==> src/verilog/tisc_pkg.sv <==
// Shared constants for the trim, input-select and coefficient register bank.
// Assumes byte-wide register access over the link and 32-bit AHB-Lite on the host.
package tisc_pkg;

	// Device byte map: one contiguous bank plus the pin-function byte
	localparam logic [7:0]  BANK_BASE     = 8'h11;
	localparam logic [7:0]  BANK_LAST     = 8'h19;
	localparam int          BANK_BYTES    = 9;
	localparam logic [7:0]  TRIM_ADDR     = 8'h11;
	localparam logic [7:0]  SRC_ADDR      = 8'h15;
	localparam logic [7:0]  C2_ADDR       = 8'h16;
	localparam logic [7:0]  C3_ADDR       = 8'h18;
	localparam logic [7:0]  PIN_CFG_ADDR  = 8'h08;

	// Bank indices (byte address minus BANK_BASE)
	localparam int          TRIM_IDX      = 0;
	localparam int          SRC_IDX       = 4;
	localparam int          C2_IDX        = 5;
	localparam int          C3_IDX        = 7;

	// Source-select byte fields
	localparam int          SEL_HI_LSB    = 6;
	localparam int          SEL_LO_LSB    = 4;
	localparam int          BYP_IIR_BIT   = 2;
	localparam int          BYP_OSF_BIT   = 0;
	localparam logic [7:0]  SRC_RSVD_MASK = 8'h0A;

	// Pin-function byte: pin 0 in [3:0], pin 1 in [7:4]
	localparam logic [3:0]  PIN_FUNC_SEL  = 4'h9;

	// Reset values
	localparam logic [31:0] TRIM_RST      = 32'h7FFFFFFF;
	localparam logic [7:0]  SRC_RST       = 8'h00;
	localparam logic [15:0] COEF_RST      = 16'h0000;
	localparam logic [7:0]  PIN_CFG_RST   = 8'h00;
	localparam logic [71:0] BANK_RST      = {COEF_RST, COEF_RST, SRC_RST, TRIM_RST};

	// Sample arithmetic: samples and coefficients are Q1.15
	localparam int          FRAC_BITS     = 15;

	// Host AHB register offsets and fields
	localparam logic [7:0]  H_CMD_ADDR    = 8'h00;
	localparam logic [7:0]  H_STAT_ADDR   = 8'h04;
	localparam logic [7:0]  H_PIN_ADDR    = 8'h08;
	localparam int          CMD_WR_BIT    = 16;
	localparam logic [1:0]  HTRANS_NONSEQ = 2'h2;

	typedef enum logic [1:0] {
		SRC_I2S   = 2'h0,
		SRC_SPDIF = 2'h1,
		SRC_RSVD  = 2'h2,
		SRC_DSD   = 2'h3
	} tisc_src_type;

	typedef enum logic [2:0] {
		HST_IDLE  = 3'h1,
		HST_ISSUE = 3'h2,
		HST_WAIT  = 3'h4
	} tisc_hstate_type;

endpackage

==> src/verilog/tisc_link_if.sv <==
// Byte register link and selector pins between host controller and device.
// Both ends run on the same hclk; the interface itself holds no clock.
`timescale 1ns/1ps
interface tisc_link_if;
	logic [7:0] addr;
	logic [7:0] wdata;
	logic       wr;
	logic       rd;
	logic [7:0] rdata;
	logic       rvalid;
	logic [1:0] sel_pin;

	modport dev (
		input  addr,
		input  wdata,
		input  wr,
		input  rd,
		input  sel_pin,
		output rdata,
		output rvalid
	);

	modport host (
		output addr,
		output wdata,
		output wr,
		output rd,
		output sel_pin,
		input  rdata,
		input  rvalid
	);
endinterface

==> src/verilog/tisc_device.sv <==
// Device end: configuration bank for trim, source select, bypasses, coefficients.
// Assumes byte writes and reads arrive as single-cycle strobes on the link.
//
// Contract
// - Trim is 32 bits, LSB lowest, resets max.
// - Trim is the full-scale level for volume.
// - Host keeps trim signed, never above max; host passes trim bytes through unchecked.
// - Pin high selects source from bits 7:6.
// - Pin low selects source from bits 5:4.
// - Bit 2 set bypasses the IIR filter.
// - Bit 0 set bypasses 8x interpolation.
// - Bypassed interpolation needs 8x oversampled source.
// - Host writes zero to reserved bits 3,1.
// - Pin selects source only when function is nine.
// - Several selector pins: lowest numbered one wins.
// - Controller picks source by pin level.
// - Second-harmonic coefficient 16 bits, resets zero.
// - Third-harmonic coefficient 16 bits, resets zero.
// - Both coefficients are signed two's complement.
// - Compensation adds squared and cubed terms.
// - Uncompensated: PCM unchanged, DSD halved.
//
// Decided for this implementation: the AHB-Lite interface to the registers.
`timescale 1ns/1ps
module tisc_device
	import tisc_pkg::*;
(
	input  wire logic               hclk,
	input  wire logic               hresetn,
	tisc_link_if.dev                link,
	input  wire logic signed [15:0] sample_in,
	input  wire logic               sample_valid,
	input  wire logic               comp_enable,
	output logic signed [15:0]      audio_out,
	output logic                    audio_valid,
	output logic [31:0]             zero_level,
	output tisc_src_type            source_sel,
	output logic                    iir_bypass,
	output logic                    osf_bypass
);

	////////////////////////////////////////////////////////////////////////////////
	// Register storage

	logic [7:0]          bank_q [BANK_BYTES];
	logic [7:0]          pin_cfg_q;
	logic [7:0]          rdata_q;
	logic                rvalid_q;
	wire                 in_bank;
	wire                 cfg_hit;
	wire [7:0]           bank_idx;
	wire [7:0]           rdata_d;

	assign in_bank  = (link.addr >= BANK_BASE) && (link.addr <= BANK_LAST);
	assign cfg_hit  = (link.addr == PIN_CFG_ADDR);
	assign bank_idx = link.addr - BANK_BASE;

	// Multi-byte values change one byte per write, so a trim or coefficient
	// update passes through a mixed value for a few cycles; there is no shadow
	// One flop byte per address; each resets to its own slice of BANK_RST
	for (genvar i = 0; i < BANK_BYTES; i++) begin : g_bank
		always_ff @(posedge hclk or negedge hresetn) begin
			if (!hresetn) begin
				bank_q[i] <= BANK_RST[i*8 +: 8];
			end else if (link.wr && in_bank && (bank_idx == 8'(i))) begin
				bank_q[i] <= link.wdata;
			end
		end
	end

	always_ff @(posedge hclk or negedge hresetn) begin
		if (!hresetn) begin
			pin_cfg_q <= PIN_CFG_RST;
		end else if (link.wr && cfg_hit) begin
			pin_cfg_q <= link.wdata;
		end
	end

	// Unmapped bytes read as zero; write-only side effects are none
	assign rdata_d = in_bank ? bank_q[bank_idx[3:0]] :
	                 cfg_hit ? pin_cfg_q : 8'h00;

	always_ff @(posedge hclk or negedge hresetn) begin
		if (!hresetn) begin
			rdata_q  <= 8'h00;
			rvalid_q <= 1'b0;
		end else begin
			rvalid_q <= link.rd;
			// Data is taken only on a read so it stands until the next one
			if (link.rd) begin
				rdata_q <= rdata_d;
			end
		end
	end

	assign link.rdata  = rdata_q;
	assign link.rvalid = rvalid_q;

	////////////////////////////////////////////////////////////////////////////////
	// Assembled fields

	wire        [31:0] trim_w;
	wire        [7:0]  src_byte;
	wire signed [15:0] c2_w;
	wire signed [15:0] c3_w;

	assign trim_w   = {bank_q[TRIM_IDX+3], bank_q[TRIM_IDX+2],
	                   bank_q[TRIM_IDX+1], bank_q[TRIM_IDX]};
	assign src_byte = bank_q[SRC_IDX];
	assign c2_w     = {bank_q[C2_IDX+1], bank_q[C2_IDX]};
	assign c3_w     = {bank_q[C3_IDX+1], bank_q[C3_IDX]};

	////////////////////////////////////////////////////////////////////////////////
	// Source selection

	logic [1:0]   pin_q;
	wire          pin0_sel;
	wire          pin1_sel;
	wire          pin_level;
	wire [1:0]    choice;
	tisc_src_type src_q;

	// A pin steers the source only when its function nibble holds the selector code
	function automatic logic is_selector(input logic [3:0] func);
		is_selector = (func == PIN_FUNC_SEL);
	endfunction

	assign pin0_sel  = is_selector(pin_cfg_q[3:0]);
	assign pin1_sel  = is_selector(pin_cfg_q[7:4]);
	// Without any selector pin configured the low-level choice applies
	assign pin_level = pin0_sel ? pin_q[0] :
	                   pin1_sel ? pin_q[1] : 1'b0;
	assign choice    = pin_level ? src_byte[SEL_HI_LSB +: 2]
	                             : src_byte[SEL_LO_LSB +: 2];

	// Registered pin and choice keep the mux from glitching on pin edges
	always_ff @(posedge hclk or negedge hresetn) begin
		if (!hresetn) begin
			pin_q      <= 2'h0;
			src_q      <= SRC_I2S;
			zero_level <= TRIM_RST;
			iir_bypass <= 1'b0;
			osf_bypass <= 1'b0;
		end else begin
			pin_q      <= link.sel_pin;
			src_q      <= tisc_src_type'(choice);
			zero_level <= trim_w;
			iir_bypass <= src_byte[BYP_IIR_BIT];
			osf_bypass <= src_byte[BYP_OSF_BIT];
		end
	end

	assign source_sel = src_q;

	////////////////////////////////////////////////////////////////////////////////
	// Harmonic compensation and full-scale scaling

	// Saturation keeps an over-driven compensation from wrapping around
	function automatic logic signed [15:0] sat16(input logic signed [19:0] v);
		if (v > 20'sh07FFF) begin
			sat16 = 16'sh7FFF;
		end else if (v < -20'sh08000) begin
			sat16 = -16'sh8000;
		end else begin
			sat16 = v[15:0];
		end
	endfunction

	wire signed [31:0] sq_full;
	wire signed [16:0] sq;
	wire signed [32:0] cu_full;
	wire signed [17:0] cu;
	wire signed [32:0] t2_full;
	wire signed [33:0] t3_full;
	wire signed [19:0] t2;
	wire signed [19:0] t3;
	wire signed [19:0] comp;
	wire signed [15:0] plain;
	wire signed [15:0] pre;
	wire signed [47:0] vol_full;

	assign sq_full = sample_in * sample_in;
	assign sq      = sq_full[31:FRAC_BITS];
	assign cu_full = sq * sample_in;
	assign cu      = cu_full[32:FRAC_BITS];
	assign t2_full = sq * c2_w;
	assign t3_full = cu * c3_w;
	// Part-selects come out unsigned; re-sign them or a negative term turns large
	assign t2      = 20'($signed(t2_full[32:FRAC_BITS]));
	assign t3      = 20'($signed(t3_full[33:FRAC_BITS]));
	assign comp    = 20'(sample_in) + t2 + t3;
	// DSD arrives at twice PCM level, so the plain path halves it
	assign plain   = (src_q == SRC_DSD) ? (sample_in >>> 1) : sample_in;
	assign pre     = comp_enable ? sat16(comp) : plain;
	// Trim is the unity point: full-scale trim passes the sample through
	assign vol_full = pre * $signed(zero_level);

	always_ff @(posedge hclk or negedge hresetn) begin
		if (!hresetn) begin
			audio_out   <= 16'sh0000;
			audio_valid <= 1'b0;
		end else begin
			audio_valid <= sample_valid;
			if (sample_valid) begin
				// Bit 47 only repeats the sign of the 16x32 product
				audio_out <= vol_full[46:31];
			end
		end
	end

endmodule

==> src/flat_wrapper.sv <==
// flat-port wrapper written by rule: the top's interface ports become plain ports
module tisc_device_flat import tisc_pkg::*;
  (hclk, hresetn, sample_in, sample_valid, comp_enable, audio_out, audio_valid, zero_level, source_sel, iir_bypass, osf_bypass, link_addr, link_wdata, link_wr, link_rd, link_sel_pin, link_rdata, link_rvalid);
  tisc_link_if link_i ();
  input  wire logic hclk;
  input  wire logic hresetn;
  input  wire logic signed [15:0] sample_in;
  input  wire logic sample_valid;
  input  wire logic comp_enable;
  output logic signed [15:0] audio_out;
  output logic audio_valid;
  output logic [31:0] zero_level;
  output tisc_src_type source_sel;
  output logic iir_bypass;
  output logic osf_bypass;
  input wire logic [$bits(link_i.addr)-1:0] link_addr;
  input wire logic [$bits(link_i.wdata)-1:0] link_wdata;
  input wire logic [$bits(link_i.wr)-1:0] link_wr;
  input wire logic [$bits(link_i.rd)-1:0] link_rd;
  input wire logic [$bits(link_i.sel_pin)-1:0] link_sel_pin;
  output wire logic [$bits(link_i.rdata)-1:0] link_rdata;
  output wire logic [$bits(link_i.rvalid)-1:0] link_rvalid;
  assign link_i.addr = link_addr;
  assign link_i.wdata = link_wdata;
  assign link_i.wr = link_wr;
  assign link_i.rd = link_rd;
  assign link_i.sel_pin = link_sel_pin;
  assign link_rdata = link_i.rdata;
  assign link_rvalid = link_i.rvalid;
  tisc_device u_core (.hclk(hclk), .hresetn(hresetn), .link(link_i), .sample_in(sample_in), .sample_valid(sample_valid), .comp_enable(comp_enable), .audio_out(audio_out), .audio_valid(audio_valid), .zero_level(zero_level), .source_sel(source_sel), .iir_bypass(iir_bypass), .osf_bypass(osf_bypass));
endmodule
==> config.mk <==
export PLATFORM = sky130hd
export DESIGN_NAME = tisc_device_flat
export DESIGN_NICKNAME = d
export VERILOG_FILES = /design/src/verilog/tisc_pkg.sv /design/src/verilog/tisc_link_if.sv /design/src/verilog/tisc_device.sv /design/src/flat_wrapper.sv
export SDC_FILE = /design/constraint.sdc
export NUM_CORES = 2
export LEC_CHECK = 0
export ABC_AREA = 1
export BUFFER_PORTS_ARGS = -buffer_cell sky130_fd_sc_hd__buf_2
export CAP_MARGIN = 20
export CORE_MARGIN = 2
export CORE_UTILIZATION = 50
export DETAILED_ROUTE_END_ITERATION = 16
export PLACE_DENSITY = 0.68
export RECOVER_POWER = 100
export SETUP_SLACK_MARGIN = 0.15
export SYNTH_ARGS = -nofsm -noshare
export SYNTH_HDL_FRONTEND = slang
export SYNTH_SLANG_ARGS = --single-unit
==> constraint.sdc <==
create_clock -name hclk -period 13.15 [get_ports hclk]
set_clock_uncertainty 0.1 [all_clocks]
set_input_delay 0.6575 -clock hclk [delete_from_list [all_inputs] [get_ports hclk]]
set_output_delay 0.6575 -clock hclk [all_outputs]
set_load 0.01 [all_outputs]
==> results_dict.tcl <==
set metrics [dict create \
    status "finished, violations left" \
    violations "max-capacitance violations, max-slew violations, negative setup slack" \
    cts.sinks 144 \
    period_minus_slack_ns 23.96 \
    path_max_fanout 7 \
    maxSlewViolCount 186 \
    clkLatencyLatePin_ns 0.47 \
    clkTransAtPathRegs_ns 0.08 \
    die_area_um2 132000 \
    grt_max_degree 54 \
    totalWireLength_mm 210 \
    r2r_start "u_core.bank_q[27]" \
    setup_slack_ns -10.81 \
    dieWidth_um 363 \
    grt_pass1_vias 60500 \
    worst_setup_path_startpoint "sample_in[3]" \
    r2r_cells 69 \
    drc 0 \
    crit_slowest_cell "fa_2" \
    cp-endpoint "u_core.audio_out[10]" \
    timing.fmax_mhz 41.7 \
    rsz0062_at_grt "true" \
    grt_overflow_total 0 \
    grt_pass1_wl_mm 333 \
    rows 131 \
    synthesis.area_um2 64400 \
    first_iter_violations 4324 \
    cts_max_level 4 \
    dp.cells 10400 \
    cts_buffers 17 \
    crit_buf_inv 31 \
    io_buffers 101 \
    hold_buffers 0 \
    drt_pre_antenna_iters 6 \
    dieHeight_um 363 \
    required_ns 13.46 \
    max-slew-margin-rel_pct -105 \
    worst_path_largest_cell_delay_ns 0.56 \
    synth_area_per_cell_um2 8.25 \
    final_cell_mix "inv_1, fa_1, nand2_1" \
    synth_top_flop_cell "dfrtp_1" \
    viasPerCell 5.25 \
    hp-class "in2reg" \
    critPathTopFamily "adder cells" \
    core_um2 128000 \
    synthesis.nets 9886 \
    clockBufferDepth 2 \
    ys_seq_area_share_pct 5.71 \
    synth-edff-count 0 \
    startpoint_type "input port" \
    finalCritPeriodShare_pct 182 \
    cp-end-kind "flip-flop" \
    cts_tree "built" \
    gp_congestion 1.05 \
    num_vias 55600 \
    netlist_instances 7811 \
    postRouteAntennaNets 0 \
    gr-usage-met2_pct 54.6 \
    ys_seq_elements 144 \
    root_buffer "clkbuf_16" \
    io_pins 102 \
    worstPathArrival_ns 24.27 \
    mostFrequentLayoutCell "inv_1" \
    start_util_pct 50.4 \
    max_slew.worst_pin.slew_ns 3.07 \
    fin_nets 11000 \
    holdWs_ns 0.189 \
    ys_warn_count 0 \
    grtUsageMet3_pct 5.31 \
    grt_antenna_before_repair 7 \
    met1_usage_pct 41.9 \
    busiest_layer "met2" \
    cp.depth 127 \
    synthToLayoutAreaGrowth_pct 25.2 \
    grt_use_total_pct 32.9 \
    ys_async_sr_fraction_pct 100 \
    rrSetupSlack_ns -0.85 \
    hpwl_mm 175 \
    r2r-end "u_core.audio_out[10]" \
    final_cells 10600 \
    setup_viol 16 \
    routedWlPerCell_um 19.9 \
    synth_cell_types 65 \
    layout-drive-gt1-share_pct 22.8 \
    final_hold_viol_count 0 \
    critPathKind "in2reg" \
    cap_viol_max_count 4 \
    post-route-util_pct 63.2 \
]
-- how the worst min path moves through the flow --
stage / slack [ns] / endpoint / start / cells past startpoint
global placement: 0.26 / u_core.zero_level[18] / u_core.bank_q[50] / 0
CTS: 0.06 / u_core.bank_q[4] / hresetn / 1
global route: 0.17 / u_core.pin_q[0] / link_sel_pin[0] / 1
detailed placement: 0.27 / u_core.zero_level[22] / u_core.bank_q[54] / 0
floorplan: 0.26 / u_core.audio_out[0] / hresetn / 0
finish: 0.19 / u_core.pin_q[1] / link_sel_pin[1] / 1
-- worst reg2reg max path: cells and delay by family (launching register included) --
kind / cells / cell delay [ns]
buf+inv: 13 / 1.23
compound gates: 7 / 1.20
flops: 1 / 0.68
xor+xnor: 1 / 0.30
fa+ha+maj: 16 / 7.30
simple gates: 32 / 3.15
-- logic make-up after synthesis --
family | Yosys count | share of synthesized area, %
buf+inv | 2430 | 14.3
xor+xnor | 132 | 1.92
flops | 144 | 5.71
fa+ha+maj | 2035 | 57.8
compound gates | 570 | 5.03
mux | 3 | 0.0524
simple gates | 2497 | 15.2
-- cell type report --
type,count,area [µm²]
multi-input cells,5237,54900
fillers,10600,47000
repair buffers,1315,11100
inverters,2185,8290
flip-flops and latches,144,3680
well taps,1662,2080
clock buffers,17,425
clock inverters,15,191
diodes,2,5.00
-- cell usage after synthesis, types with 9 or more instances --
cell type | n | area, µm²
inv_2 | 10 | 37.5
clkbuf_1 | 188 | 706
o21a_1 | 21 | 158
nand4_1 | 19 | 119
inv_1 | 2143 | 8040
nand3b_1 | 9 | 67.6
nand2_1 | 1450 | 5440
or2_2 | 15 | 93.8
nand2_2 | 11 | 68.8
o211ai_1 | 13 | 97.6
xor2_1 | 79 | 692
nor4_1 | 10 | 62.6
nor3_1 | 30 | 150
a21oi_1 | 207 | 1040
nand3_1 | 101 | 505
buf_1 | 36 | 135
ha_1 | 465 | 5820
clkinv_1 | 30 | 113
xnor2_1 | 47 | 412
fa_1 | 1570 | 31400
a21o_1 | 13 | 97.6
buf_2 | 14 | 70.1
dfstp_2 | 62 | 1630
o21ai_0 | 226 | 1130
a31oi_1 | 11 | 68.8
dfrtp_1 | 82 | 2050
nor2_1 | 832 | 3120
-- through the flow --
| stage | setup TNS (ns) | cell area (µm²) | setup slack, ns |
|---|---|---|---|
| detailed placement | -181.99 | 76500 | -11.67 |
| finish | -170.07 | 80600 | -10.81 |
| floorplan | -145.29 | 66500 | -9.34 |
| CTS | -166.76 | 79300 | -10.56 |
| global placement | -179.73 | 76500 | -11.56 |
| global route | -184.13 | 80600 | -11.71 |
-- state kept, by name, indices dropped and copies added (netlist names) --
name and flops:
u_core.bank_q 64, u_core.zero_level 32, u_core.audio_out 16, u_core.link.rdata 8, u_core.pin_cfg_q 8, u_core.src_byte 8
u_core.pin_q 2, u_core.source_sel 2, u_core.audio_valid 1, u_core.iir_bypass 1, u_core.link.rvalid 1, u_core.osf_bypass 1
-- layer usage --
layer	share of wire [%]	wire, µm
met1	38	80000
met2	47	99100
met3	8.1	17100
met4	6.6	14000
met5	0.016	34
-- timing repair --
item / CTS / global route
setup buffers: 95 / 43
gates cloned: 7 / 2
setup endpoints to repair: 16 / 16
pin swaps: 161 / 212
gates resized for setup: 320 / 290
Power is left out: the tool's default activity adds up to more than one toggle a clock period on the data nets, which glitch-free logic cannot reach.
